<file path="config.mk">
export PLATFORM = sky130hd
export DESIGN_NAME = host_port_mode_pin_mux
export DESIGN_NICKNAME = d
export VERILOG_FILES = /design/src/host_port_pkg.sv /design/src/pin_sync2.sv /design/src/host_port_mode_pin_mux.sv
export SDC_FILE = /design/constraint.sdc
export NUM_CORES = 1
export LEC_CHECK = 0
export BUFFER_PORTS_ARGS = -buffer_cell sky130_fd_sc_hd__buf_2
export CAP_MARGIN = 10
export CORE_UTILIZATION = 30
export CTS_CLUSTER_DIAMETER = 40
export CTS_CLUSTER_SIZE = 16
export DETAILED_ROUTE_END_ITERATION = 10
export HOLD_SLACK_MARGIN = 0.1
export PLACE_DENSITY = 0.52
export SLEW_MARGIN = 5
export SYNTH_ARGS = -nofsm -noshare
export SYNTH_HDL_FRONTEND = slang
export SYNTH_HIERARCHICAL = 1
export SYNTH_SLANG_ARGS = --single-unit
</file>
<file path="constraint.sdc">
create_clock -name SYS_CLK_I -period 1.3 [get_ports SYS_CLK_I]
set_clock_uncertainty 0.1 [all_clocks]
set_input_delay 0.195 -clock SYS_CLK_I [delete_from_list [all_inputs] [get_ports SYS_CLK_I]]
set_output_delay 0.195 -clock SYS_CLK_I [all_outputs]
set_load 0.02 [all_outputs]
</file>
<file path="src/host_port_pkg.sv">
package host_port_pkg;

   // ************************************************************
   // lane widths and pin positions
   // ************************************************************
   localparam int BYTE_W = 8;
   localparam int CTRL_W = 6;
   localparam int GPIO_CTRL_W = 5;

   // uart lane positions
   localparam int UART_TXD_BIT = 0;
   localparam int UART_RXD_BIT = 1;
   localparam int UART_RTS_BIT = 2;
   localparam int UART_CTS_BIT = 3;
   localparam int UART_DTR_BIT = 4;
   localparam int UART_DSR_BIT = 5;
   localparam int UART_DCD_BIT = 6;
   localparam int UART_RI_BIT = 7;
   localparam int UART_RS485_TX_ENABLE_N_BIT = 0;

   // fifo control lane positions
   localparam int FIFO_RXF_BIT = 0;
   localparam int FIFO_TXE_BIT = 1;
   localparam int FIFO_WR_BIT = 2;
   localparam int FIFO_RD_BIT = 3;

   // spi lane positions
   localparam int SPI_SCLK_BIT = 0;
   localparam int SPI_SDI_BIT = 1;
   localparam int SPI_SDO_BIT = 2;
   localparam int SPI_CS_BIT = 3;

   // ************************************************************
   // direction masks (output enable low = pin driven)
   // ************************************************************
   localparam logic [7:0] UART_BYTE_OE_N = 8'hEA;
   localparam logic [5:0] FIFO_CTRL_OE_N = 6'h3C;
   localparam logic [7:0] SPI_BYTE_OE_N = 8'hFB;
   localparam logic [7:0] BYTE_OE_N_IDLE = 8'hFF;
   localparam logic [5:0] CTRL_OE_N_IDLE = 6'h3F;

   // ************************************************************
   // modes and state
   // ************************************************************
   typedef enum logic [1:0] {
      MODE_UART = 2'b00,
      MODE_FIFO = 2'b01,
      MODE_SPI = 2'b10
   } mode_type;

   typedef struct packed {
      logic latched;
      mode_type mode;
      logic fw_load;
      logic [7:0] byte_o;
      logic [7:0] byte_oe_n;
      logic [5:0] ctrl_o;
      logic [5:0] ctrl_oe_n;
      logic [7:0] uart_in;
      logic uart_rs485_tx_enable_n_n;
      logic [7:0] fifo_data;
      logic fifo_wr;
      logic fifo_rd_n;
      logic [2:0] spi_in;
      logic [7:0] gpio_byte_in;
      logic [4:0] gpio_ctrl_in;
   } state_type;

   // values after reset: all pins released, handshakes idle
   localparam state_type ST_RESET = '{
      latched: 1'b0, mode: MODE_UART, fw_load: 1'b0,
      byte_o: 8'h00, byte_oe_n: 8'hFF, ctrl_o: 6'h00, ctrl_oe_n: 6'h3F,
      uart_in: 8'hFF, uart_rs485_tx_enable_n_n: 1'b1, fifo_data: 8'h00, fifo_wr: 1'b0,
      fifo_rd_n: 1'b1, spi_in: 3'h4, gpio_byte_in: 8'h00, gpio_ctrl_in: 5'h00};

   // strap decode: both high or both low give uart
   function automatic mode_type decode_mode(input logic upper, input logic lower);
      mode_type m;
      m = MODE_UART;
      if (upper && !lower) begin
         m = MODE_SPI;
      end else if (!upper && lower) begin
         m = MODE_FIFO;
      end
      return m;
   endfunction

endpackage

</file>
<file path="src/pin_sync2.sv">
`timescale 1ns/10ps
module pin_sync2 #(
   parameter int WIDTH = 1
) (
   // clock and reset
   input wire logic clk_i,
   input wire logic srst_i,
   // asynchronous levels in, synchronised levels out
   input wire logic [WIDTH-1:0] async_i,
   output logic [WIDTH-1:0] sync_o
);
   typedef struct packed {
      logic [WIDTH-1:0] meta;
      logic [WIDTH-1:0] sync;
   } sync_state_type;

   sync_state_type st_q;
   sync_state_type st_d;

   initial begin
      if (WIDTH < 1) begin
         $error("pin_sync2 width must be at least one");
      end
   end

   // two flops; the first is read only by the second
   always_comb begin
      st_d.meta = async_i;
      st_d.sync = st_q.meta;
      if (srst_i) begin
         st_d = '0;
      end
   end

   // state register for both stages
   always_ff @(posedge clk_i) begin
      st_q <= st_d;
   end

   assign sync_o = st_q.sync;
endmodule

</file>
<file path="src/host_port_mode_pin_mux.sv">
// Operation
// - straps decode mode: 11 uart, 10 spi, 01 fifo, 00 uart.
// - uart maps byte lane to txd..ri, control bit 0 to rs485 enable.
// - fifo carries data on byte lane; control 0..3 rxf, txe, wr, rd.
// - spi uses bit0 clock, bit1 data in, bit3 select, drives bit2 out.
// - gpio exposes byte lane 0..7 and control lane 0..4 bidirectionally.
// - active-low external reset returns the state register to initial state; the pin synchronisers clear on SRST_I only.
// - firmware-load input held at reset release requests firmware via host port.
// - every lane pin except control bit 5 (never driven) is bidirectional, direction set by mode or port config.
`timescale 1ns/10ps
module host_port_mode_pin_mux
   import host_port_pkg::*;
(
   // clock and reset
   input wire logic SYS_CLK_I,
   input wire logic SRST_I,
   // board pins
   input wire logic MODE_STRAP_LOWER_I,
   input wire logic MODE_STRAP_UPPER_I,
   input wire logic RESET_N_I,
   input wire logic FIRMWARE_LOAD_N_I,
   // byte lane pin (three signals per pin)
   input wire logic [host_port_pkg::BYTE_W-1:0] BYTE_LANE_I,
   output logic [host_port_pkg::BYTE_W-1:0] BYTE_LANE_O,
   output logic [host_port_pkg::BYTE_W-1:0] BYTE_LANE_OE_N_O,
   // control lane pins
   input wire logic [host_port_pkg::CTRL_W-1:0] CTRL_LANE_I,
   output logic [host_port_pkg::CTRL_W-1:0] CTRL_LANE_O,
   output logic [host_port_pkg::CTRL_W-1:0] CTRL_LANE_OE_N_O,
   // block status
   output logic MODE_VALID_O,
   output logic [1:0] MODE_O,
   output logic FIRMWARE_LOAD_O,
   // uart core side
   input wire logic UART_TXD_I,
   input wire logic UART_RTS_N_I,
   input wire logic UART_DTR_N_I,
   output logic UART_RXD_O,
   output logic UART_CTS_N_O,
   output logic UART_DSR_N_O,
   output logic UART_DCD_N_O,
   output logic UART_RI_N_O,
   output logic RS485_TX_ENABLE_N_O,
   // fifo core side
   input wire logic [7:0] FIFO_RD_DATA_I,
   input wire logic FIFO_RD_DATA_OE_I,
   input wire logic RX_DATA_AVAILABLE_N_I,
   input wire logic TX_SPACE_AVAILABLE_N_I,
   output logic [7:0] FIFO_WR_DATA_O,
   output logic FIFO_WR_O,
   output logic FIFO_RD_N_O,
   // spi core side
   input wire logic SPI_SDO_I,
   output logic SPI_SCLK_O,
   output logic SPI_SDI_O,
   output logic SPI_CS_O,
   // general-purpose port side
   input wire logic GPIO_MODE_I,
   input wire logic [7:0] GPIO_BYTE_OUT_I,
   input wire logic [7:0] GPIO_BYTE_DIR_I,
   input wire logic [4:0] GPIO_CTRL_OUT_I,
   input wire logic [4:0] GPIO_CTRL_DIR_I,
   output logic [7:0] GPIO_BYTE_IN_O,
   output logic [4:0] GPIO_CTRL_IN_O
);
   import host_port_pkg::*;

   localparam int SYNC_W = BYTE_W + CTRL_W + 4;

   logic [SYNC_W-1:0] pins_s;
   logic [7:0] byte_s;
   logic [5:0] ctrl_s;
   logic strap_lower_s;
   logic strap_upper_s;
   logic reset_n_s;
   logic fw_load_n_s;
   logic rst_int;
   state_type st_q;
   state_type st_d;

   // ************************************************************
   // pin synchronisers
   // ************************************************************
   pin_sync2 #(.WIDTH(SYNC_W)) u_pin_sync (
      .clk_i(SYS_CLK_I),
      .srst_i(SRST_I),
      .async_i({FIRMWARE_LOAD_N_I, RESET_N_I, MODE_STRAP_UPPER_I, MODE_STRAP_LOWER_I, CTRL_LANE_I, BYTE_LANE_I}),
      .sync_o(pins_s)
   );

   assign byte_s = pins_s[7:0];
   assign ctrl_s = pins_s[13:8];
   assign strap_lower_s = pins_s[14];
   assign strap_upper_s = pins_s[15];
   assign reset_n_s = pins_s[16];
   assign fw_load_n_s = pins_s[17];

   // external reset joins the system reset so the state register restarts; the synchronisers clear on SRST_I only
   assign rst_int = SRST_I | ~reset_n_s;

   // ************************************************************
   // next state
   // ************************************************************
   always_comb begin
      st_d = st_q;
      if (rst_int) begin
         st_d = ST_RESET;
      end else if (!st_q.latched) begin
         // first cycle after release: capture straps once
         st_d.latched = 1'b1;
         st_d.mode = decode_mode(strap_upper_s, strap_lower_s);
         st_d.fw_load = ~fw_load_n_s;
      end else begin
         // idle defaults; only the active interface overrides them
         st_d.byte_o = 8'h00;
         st_d.byte_oe_n = BYTE_OE_N_IDLE;
         st_d.ctrl_o = 6'h00;
         st_d.ctrl_oe_n = CTRL_OE_N_IDLE;
         st_d.uart_in = 8'hFF;
         st_d.uart_rs485_tx_enable_n_n = 1'b1;
         st_d.fifo_wr = 1'b0;
         st_d.fifo_rd_n = 1'b1;
         st_d.spi_in = 3'h4;
         if (GPIO_MODE_I) begin
            st_d.byte_o = GPIO_BYTE_OUT_I;
            st_d.byte_oe_n = ~GPIO_BYTE_DIR_I;
            st_d.ctrl_o = {1'b0, GPIO_CTRL_OUT_I};
            st_d.ctrl_oe_n = {1'b1, ~GPIO_CTRL_DIR_I};
            st_d.gpio_byte_in = byte_s;
            st_d.gpio_ctrl_in = ctrl_s[4:0];
         end else begin
            case (st_q.mode)
               MODE_UART: begin
                  st_d.byte_o[UART_TXD_BIT] = UART_TXD_I;
                  st_d.byte_o[UART_RTS_BIT] = UART_RTS_N_I;
                  st_d.byte_o[UART_DTR_BIT] = UART_DTR_N_I;
                  st_d.byte_oe_n = UART_BYTE_OE_N;
                  st_d.uart_in = byte_s;
                  st_d.uart_rs485_tx_enable_n_n = ctrl_s[UART_RS485_TX_ENABLE_N_BIT];
               end
               MODE_FIFO: begin
                  // the byte lane is driven only while the core holds FIFO_RD_DATA_OE_I high
                  st_d.byte_o = FIFO_RD_DATA_I;
                  st_d.byte_oe_n = FIFO_RD_DATA_OE_I ? 8'h00 : BYTE_OE_N_IDLE;
                  st_d.ctrl_o[FIFO_RXF_BIT] = RX_DATA_AVAILABLE_N_I;
                  st_d.ctrl_o[FIFO_TXE_BIT] = TX_SPACE_AVAILABLE_N_I;
                  st_d.ctrl_oe_n = FIFO_CTRL_OE_N;
                  st_d.fifo_data = byte_s;
                  st_d.fifo_wr = ctrl_s[FIFO_WR_BIT];
                  st_d.fifo_rd_n = ctrl_s[FIFO_RD_BIT];
               end
               MODE_SPI: begin
                  st_d.byte_o[SPI_SDO_BIT] = SPI_SDO_I;
                  st_d.byte_oe_n = SPI_BYTE_OE_N;
                  st_d.spi_in = {byte_s[SPI_CS_BIT], byte_s[SPI_SDI_BIT], byte_s[SPI_SCLK_BIT]};
               end
               default: begin
                  st_d.byte_oe_n = BYTE_OE_N_IDLE;
               end
            endcase
         end
      end
   end

   // ************************************************************
   // state register
   // ************************************************************
   always_ff @(posedge SYS_CLK_I) begin
      st_q <= st_d;
   end

   // outputs, all straight from the state register
   assign BYTE_LANE_O = st_q.byte_o;
   assign BYTE_LANE_OE_N_O = st_q.byte_oe_n;
   assign CTRL_LANE_O = st_q.ctrl_o;
   assign CTRL_LANE_OE_N_O = st_q.ctrl_oe_n;
   assign MODE_VALID_O = st_q.latched;
   assign MODE_O = st_q.mode;
   assign FIRMWARE_LOAD_O = st_q.fw_load;
   assign UART_RXD_O = st_q.uart_in[UART_RXD_BIT];
   assign UART_CTS_N_O = st_q.uart_in[UART_CTS_BIT];
   assign UART_DSR_N_O = st_q.uart_in[UART_DSR_BIT];
   assign UART_DCD_N_O = st_q.uart_in[UART_DCD_BIT];
   assign UART_RI_N_O = st_q.uart_in[UART_RI_BIT];
   assign RS485_TX_ENABLE_N_O = st_q.uart_rs485_tx_enable_n_n;
   assign FIFO_WR_DATA_O = st_q.fifo_data;
   assign FIFO_WR_O = st_q.fifo_wr;
   assign FIFO_RD_N_O = st_q.fifo_rd_n;
   assign SPI_SCLK_O = st_q.spi_in[0];
   assign SPI_SDI_O = st_q.spi_in[1];
   assign SPI_CS_O = st_q.spi_in[2];
   assign GPIO_BYTE_IN_O = st_q.gpio_byte_in;
   assign GPIO_CTRL_IN_O = st_q.gpio_ctrl_in;

   logic run;
   assign run = !rst_int && st_q.latched && !GPIO_MODE_I;
endmodule

</file>
# Yosys cells after proc, flatten, opt, wreduce, memory -nomap -nowiden
# Cells that the tools add are included.
[op_classes]
div_mod_pow = 0
n_shift = 0
addsub = 0
mux = 18
bitwise = 6
order_cmp = 0
n_mul = 0
reduce_logical = 7
n_eq_ne = 2
[ops]
columns = ["op", "count"]
rows = [
  ["8-bit 2-to-1 mux", 3],
  ["8-bit one-hot mux with 3 select lines", 1],
  ["22-bit 2-to-1 mux", 1],
  ["16-bit 2-to-1 mux", 1],
  ["10-bit 2-to-1 mux", 1],
  ["3-bit 2-to-1 mux", 3],
  ["9-bit 2-to-1 mux", 1],
  ["8-bit inverter", 1],
  ["5-bit inverter", 1],
  ["1-bit one-hot mux with 2 select lines", 2],
  ["1-bit 2-to-1 mux", 3],
  ["1-bit inverter", 3],
  ["1-bit one-hot mux with 3 select lines", 1],
  ["3-bit AND reduction", 1],
  ["2-bit by 1-bit equality test with 1-bit output (second input constant)", 1],
  ["2-bit equality test (second input constant)", 1],
  ["1-bit logical AND", 2],
  ["1-bit zero test", 2],
  ["2-bit zero test", 1],
  ["2-bit 2-to-1 mux", 1],
  ["2-bit AND reduction", 1],
  ["1-bit bitwise OR", 1],
]
[totals]
n_memories = 0
inputBits = 62
wordCells = 50
mem_bits_rw = 0
romBits = 0
regBits = 103
latchBits = 0

# Longest topological paths before layout
# Gate-level depths: netlist of run 1.
[depth]
ltp_word = 4
mapped_depth = 6
ltp_nobuf = 3

# Cells and area by module
# Netlist of run 1, hierarchy kept.
[by_module_without_submodules]
columns = ["mod", "seq_area_each_um2", "n_inst", "cells_per_inst", "area_per_inst_um2"]
rows = [
  ["host_port_mode_pin_mux", 1241.2, 1, 276, 2419.8],
  ["pin_sync2", 720.7, 1, 93, 1129.8],
]

# Worst setup path after synthesis of run 1
# OpenSTA, ideal clock, no wires.
[synth_path]
path_type = "reg-to-reg"
start = "register st_q (netlist bit MODE_VALID_O)"
end = "register st_q (netlist bit UART_CTS_N_O)"
t_arrival_ns = 1.368
required_time_ns = 1.072
stages_incl_launch_ff = 6
setup_time_ns = 0.128
synth_period_minus_slack_ns = 1.597
path_buffers = 2
setup_slack_ns = -0.297
cell_sequence = "dfxtp_1 > buf_2 > or4b_4 > buf_6 > o22ai_2 > nand2_1"
[synth_rtl]
columns = ["element", "line_no", "source"]
rows = [
  ["start: declaration", "host_port_mode_pin_mux.sv:78", "state_type st_q;"],
  ["start signal: assignment", "host_port_mode_pin_mux.sv:169", "st_q <= st_d;"],
]

# Worst setup path in the final report of run 1
[layout_path]
start = "register st_q (netlist bit MODE_O[0])"
end = "register st_q (netlist bit RS485_TX_ENABLE_N_O)"
[layout_between]
elab_chain_len = 3
[layout_rtl]
columns = ["element", "line_no", "source"]
rows = [
  ["2-bit zero test", "host_port_mode_pin_mux.sv:132", "case (st_q.mode)"],
  ["9-bit 2-to-1 mux", "host_port_mode_pin_mux.sv:132", ""],
  ["22-bit 2-to-1 mux", "host_port_mode_pin_mux.sv:124", "if (GPIO_MODE_I) begin"],
]
# Every way passes these cells.
# A chain may end at the register's enable or synchronous reset.

==> run_results.csv, run 1 <==
group,metric,value,unit
status,status,"complete, but fails checks",
status,violations,"setup timing",
sta,finalCritPeriodShare,1.05,
drt,vias_per_cell,4.47,
hold_path,hold_path_depth,3,
layout,num-nets-final,598,
clock_tree,cts_buffer_depth,2,
global_route,grt_pass1_wl,13600,um
power,powerDensity,1130,nW/um^2
sta,rsz0062_at_grt,"true",
global_route,grt_pass1_vias,2821,
sta,fmax,0.732,GHz
clock_tree,tritoncts,"built",
synth,postSynthAreaPerCell,9.59,um^2
worst_setup_path,r2r_slack,-0.07,ns
sta,drv_slew,0,
placed_design,dpl-instance-area,4240,um^2
floorplanning,pin_count,126,
hold_path,min-delay-start,"GPIO_BYTE_DIR_I[2]",
global_route,antenna_found_initial,0,
synth,ys_warn_count,6,
global_route,overflow,0,
global_route,grt_max_degree,35,
clock_tree,clk_latency,0.34,ns
synth,synth_nets,426,
worst_setup_path,crit_required,1.44,ns
sta,setup_slack,-0.0663,ns
worst_setup_path,crit_fanout,6,
worst_setup_path,r2r-end,"RS485_TX_ENABLE_N_O$_SDFFE_PP1P_",
flow_run,max_cap_violations,0,
synth,syn_area,3490,um^2
synth,postSynthCellCount,364,
worst_setup_path,worstSetupStartpoint,"MODE_O[0]$_SDFFE_PP0N_",
drt,drt_iter0_drc,181,
placed_design,hpwl,6090,um
placed_design,gp_congestion,0.735,
drt,first_pass_iters,5,
sta,hold_ws,0.113,ns
floorplanning,fp.coreArea,11400,um^2
floorplanning,die_x,110,um
drt,drt-wirelength-per-cell,13.6,um
worst_setup_path,worstReg2RegStart,"MODE_O[0]$_SDFFE_PP0N_",
layout,synthToLayoutAreaGrowth,50.6,%
sta,min_period,1.37,ns
drt,dr_total_vias,3056,
worst_setup_path,worstSetupEndpointType,"flop",
worst_setup_path,cp.arrival,1.51,ns
clock_tree,clkSinkCount,96,
floorplanning,floorplan.rows,39,
floorplanning,die_h,110,um
layout,fin_util,0.462,
hold_path,holdPathEnd,"BYTE_LANE_OE_N_O[2]$_SDFFE_PP1P_",
layout,fin_area,5260,um^2
clock_tree,clk_pin_slew_worst_paths,0.07,ns
sta,setup_viol_count_final,10,
layout,antenna_cells,0,
drt,drt-total-wl,9320,um
placed_design,portBuffers,122,
floorplanning,start_util,0.307,
clock_tree,cts_buffers,9,
floorplanning,die_area,12100,um^2
sta,hold_viol_final,0,
worst_setup_path,setup.worst_path.start_class,"flop",
clock_tree,htree_levels,3,
power,p_leak,2.22,nW
worst_setup_path,critPathKind,"flop to flop",
drt,antenna_left,0,
global_route,grt_usage,0.150,
clock_tree,cts_root_buf,"clkbuf_16",
layout,final_layout_size_suffix_gt1_frac,0.377,
hold_path,hp-class,"input pin to flop",
worst_setup_path,rr_worst_depth,3,
power,p_total,5.94,mW
power,ir_worst_vdd,809,uV
drt,remaining_drc_errors,0,
==> through the flow <==
stage          setup TNS (ns)  std cells  setup WS [ns]
2_1_floorplan           -1.38        364         -0.149
3_3_place_gp           -0.671        607         -0.139
3_5_place_dp           -0.845        607         -0.180
4_1_cts                -0.598        680        -0.0683
5_1_grt                 -1.83        684         -0.110
6_report               -0.443        684        -0.0663
==> cell usage in the layout, fill, tap and decap left out, types with 6 or more instances in the layout <==
cell and instances:
o22ai_2 7, a21oi_1 24, nor2b_1 30, clkbuf_16 9
buf_6 11, a22oi_1 6, buf_2 119, nand2_2 6
dfxtp_1 93, dlygate4sd3_1 55, nor2_1 32, nand2_1 55
buf_4 17, and2b_2 6, o21ai_1 10, a222oi_1 9
==> sequential cells by signal, indices dropped and copies added (netlist names), 5 cells and up <==
register	count
u_pin_sync/st_q	17
GPIO_BYTE_IN_O	8
CTRL_LANE_OE_N_O	5
u_pin_sync/sync_o	17
BYTE_LANE_O	8
FIFO_WR_DATA_O	8
GPIO_CTRL_IN_O	5
BYTE_LANE_OE_N_O	8
CTRL_LANE_O	5
==> what timing repair did <==
item	CTS	global route
hold endpoints to repair	43	0
setup buffers	2	5
hold buffers	55	0
resized for setup	14	22
endpoints found under the setup margin	21	42
pin swaps	3	10
gates cloned	0	1
==> per-layer routing <==
layer	global-route usage	part of all wire	up-vias
met3	0.0433	0.064	12
met5	0	0	-
met2	0.261	0.47	106
met1	0.176	0.45	1394
li1	-	-	1544
met4	0.0495	0.016	0
==> final cells by class <==
class                      count  area [um^2]
inverter                       2         10.0
sequential                    96         1930
multi-input combinational    220         1350
clock inverter                 6         52.6
fill                        1051         6110
timing repair buffer         207         1500
tap                          143          179
clock buffer                  10          229
==> critical path, cell delays in order, from the launching register on <==
cell and delay [ns]:
dfxtp_4 0.36, or4b_4 0.61, o22ai_2 0.13, nand2_1 0.06
==> worst max path at each step <==
stage                     depth (start not counted)                                to  slack, ns
after floorplan                                   5  RS485_TX_ENABLE_N_O$_SDFFE_PP1P_      -0.15
after global placement                            5       BYTE_LANE_O[0]$_SDFFE_PP0P_      -0.14
after detailed placement                          5       BYTE_LANE_O[0]$_SDFFE_PP0P_      -0.18
after CTS                                         3                         MODE_O[0]      -0.07
after global routing                              3         UART_DSR_N_O$_SDFFE_PP1P_      -0.11
final                                             3  RS485_TX_ENABLE_N_O$_SDFFE_PP1P_      -0.07
==> where the power goes <==
part / internal [mW] / leakage, nW / switching, mW
clock network: 1.33 / 0.132 / 1.18
logic: 0.260 / 1.30 / 0.159
registers: 2.99 / 0.784 / 0.0262
(Power assumes the default switching activity.)
==> run 2: changes to the inputs <==
--- a/config.mk
+++ b/config.mk
@@ -13,8 +13,8 @@
 export DETAILED_ROUTE_END_ITERATION = 10
 export HOLD_SLACK_MARGIN = 0.1
 export PLACE_DENSITY = 0.52
+export REMOVE_ABC_BUFFERS = 1
 export SLEW_MARGIN = 5
 export SYNTH_ARGS = -nofsm -noshare
 export SYNTH_HDL_FRONTEND = slang
-export SYNTH_HIERARCHICAL = 1
 export SYNTH_SLANG_ARGS = --single-unit
==> run 2 against run 1 <==
Against the previous run:
- the flow still finishes with violations (setup timing)
- count of clock-buffer cells in the layout increased by 2
- critical path depth is the same
- worst setup slack worse by 0.011 ns
- utilization increased by 3.2 points
- maximum frequency shrank 0.79%
- highest routed layer unchanged
- area after synthesis is 4.6% lower
- register-to-register slack is essentially flat
==> run_results.csv, run 2 <==
group,metric,value,unit
status,status,"complete, but fails checks",
status,violations,"setup timing",
layout,num-nets-final,617,
worst_setup_path,crit_fanout,4,
global_route,grt_pass1_vias,2982,
synth,ys_async_sr_fraction,0,
layout,regArea,1930,um^2
sta,finalCritPeriodShare,1.06,
worst_setup_path,crit_required,1.00,ns
sta,drv_slew,0,
drt,antenna_left,0,
global_route,grt_usage,0.164,
placed_design,place_inst,617,
worst_setup_path,worstReg2RegStart,"MODE_VALID_O$_SDFF_PP0_",
floorplanning,die_x,107,um
placed_design,hpwl,6120,um
synth,synth-seq-cells,96,
layout,fillCellCount,1003,
layout,final_common_cell,"buf_2",
drt,remaining_drc_errors,0,
layout,synthToLayoutAreaGrowth,60.8,%
placed_design,gp_congestion,0.686,
placed_design,dpl-instance-area,4270,um^2
worst_setup_path,cp.arrival,1.08,ns
sta,hold_viol_final,0,
drt,drt-wirelength-per-cell,13.7,um
synth,ys_warn_count,0,
clock_tree,cts_root_buf,"clkbuf_8",
global_route,antenna_found_initial,0,
synth,postSynthAreaPerCell,9.59,um^2
synth,yosysTopAreaCell,"dfxtp_1",
synth,synthFlopType,"dfxtp_1",
global_route,grt_pass1_wl,14600,um
layout,finalNonFillerCells,700,
clock_tree,clk_pin_slew_worst_paths,0.09,ns
drt,drt-total-wl,9560,um
worst_setup_path,critPathKind,"flop to primary output",
drt,drt_iter0_drc,201,
floorplanning,pin_count,126,
clock_tree,tritoncts,"built",
sta,setup_viol_count_final,19,
sta,min_period,1.38,ns
synth,synth_area_leaders,"dfxtp_1 (58%), nand2_1 (6.9%), nor2b_1 (6.8%), a21oi_1 (4.2%), nor2_1 (3.6%)",
hold_path,hp-class,"input pin to flop",
hold_path,min-delay-start,"SPI_SDO_I",
synth,yosysMostFrequentCell,"dfxtp_1",
layout,final_cell_mix,"buf_2 (119), dfxtp_1 (93), nand2_1 (58)",
global_route,grt_max_degree,35,
floorplanning,die_h,107,um
clock_tree,htree_levels,3,
floorplanning,die_area,11500,um^2
drt,first_pass_iters,4,
sta,fin_tns_setup,-0.803,ns
synth,ys_seq_area_frac,0.577,
sta,setup_slack,-0.0772,ns
synth,synth_commonest_cells,"dfxtp_1 (96), nand2_1 (61), nor2b_1 (36), nor2_1 (32), a21oi_1 (28)",
floorplanning,start_util,0.307,
flow_run,max_cap_violations,0,
synth,postSynthCellCount,347,
floorplanning,fp.coreArea,10800,um^2
layout,final_layout_size_suffix_gt1_frac,0.379,
worst_setup_path,worstSetupEndpointType,"primary output",
drt,vias_per_cell,4.43,
worst_setup_path,worstSetupStartpoint,"MODE_O[0]$_SDFFE_PP0N_",
synth,synth_cell_types,35,
clock_tree,clkSinkCount,96,
layout,fin_area,5350,um^2
power,p_leak,2.28,nW
clock_tree,clk_latency,0.36,ns
layout,fin_util,0.494,
worst_setup_path,setup.worst_path.start_class,"flop",
synth,synth_edf_count,0,
power,powerDensity,988,nW/um^2
drt,dr_total_vias,3102,
placed_design,portBuffers,122,
synth,netlist.area_leader.share,0.577,
power,ir_worst_vdd,466,uV
layout,antenna_cells,0,
synth,syn_area,3330,um^2
clock_tree,cts_buffer_depth,2,
sta,fmax,0.726,GHz
clock_tree,cts_buffers,9,
layout,multi_input_area,1320,um^2
sta,rsz0062_at_grt,"true",
global_route,overflow,0,
floorplanning,floorplan.rows,38,
run 2: final timing paths:
kind / depth (start not counted) / slack (ns) / to
setup / recovery: 3 / -0.08 / MODE_O[0]
setup reg to reg: 5 / -0.07 / BYTE_LANE_O[0]$_SDFFE_PP0P_
hold reg to reg: 1 / 0.34 / u_pin_sync.sync_o[16]$_SDFF_PP0_
hold / removal: 4 / 0.17 / BYTE_LANE_O[2]$_SDFFE_PP0P_
run 2: cell families after synthesis:
group                  share of synthesized area
other                                    0.00226
AND/OR/NAND/NOR                            0.211
buffers and inverters                     0.0504
AO/OA/AOI/OAI                              0.141
multiplexers                              0.0184
flip-flops                                 0.577
run 2: cell type report:
class | count | share of cell area
multi-input combinational | 220 | 0.247
clock inverter | 4 | 0.00538
sequential | 96 | 0.361
inverter | 2 | 0.00280
timing repair buffer | 226 | 0.322
clock buffer | 12 | 0.0290
tap | 140 | 0.0327
run 2: timing repair:
action                                 4_1_cts  5_1_grt
endpoints found under the hold margin       43        0
resized for setup                           28       23
setup endpoints to repair                   48       48
hold buffers                                56        0
cloned                                       2        1
buffers inserted                             4        6
pin swaps                                   15       11
run 2: where the power goes:
part	total, mW	switching, mW	internal [mW]
Combinational	0.456	0.168	0.287
Clock	1.82	1.02	0.802
Sequential	3.01	0.0230	2.99
Total	5.29	1.21	4.08
run 2: per-stage QoR:
stage	worst slack, ns	power, mW	hold WS, ns
6_report	-0.0772	5.29	0.174
5_1_grt	-0.140	5.54	0.177
4_1_cts	-0.0813	5.34	0.159
3_5_place_dp	-0.133	3.36	0.307
3_3_place_gp	-0.0997	3.36	0.302
2_1_floorplan	-0.820	3.18	0.167
run 2: layer usage:
layer	routed length [um]	track usage
met2	4500	0.284
met4	86	0.0440
met3	602	0.0387
met1	4370	0.202
met5	0	0
run 2: worst max-delay path, cell delays in order, from the launching register on:
cell,delay [ns]
dfxtp_4,0.37
buf_6,0.13
buf_6,0.12
buf_6,0.12
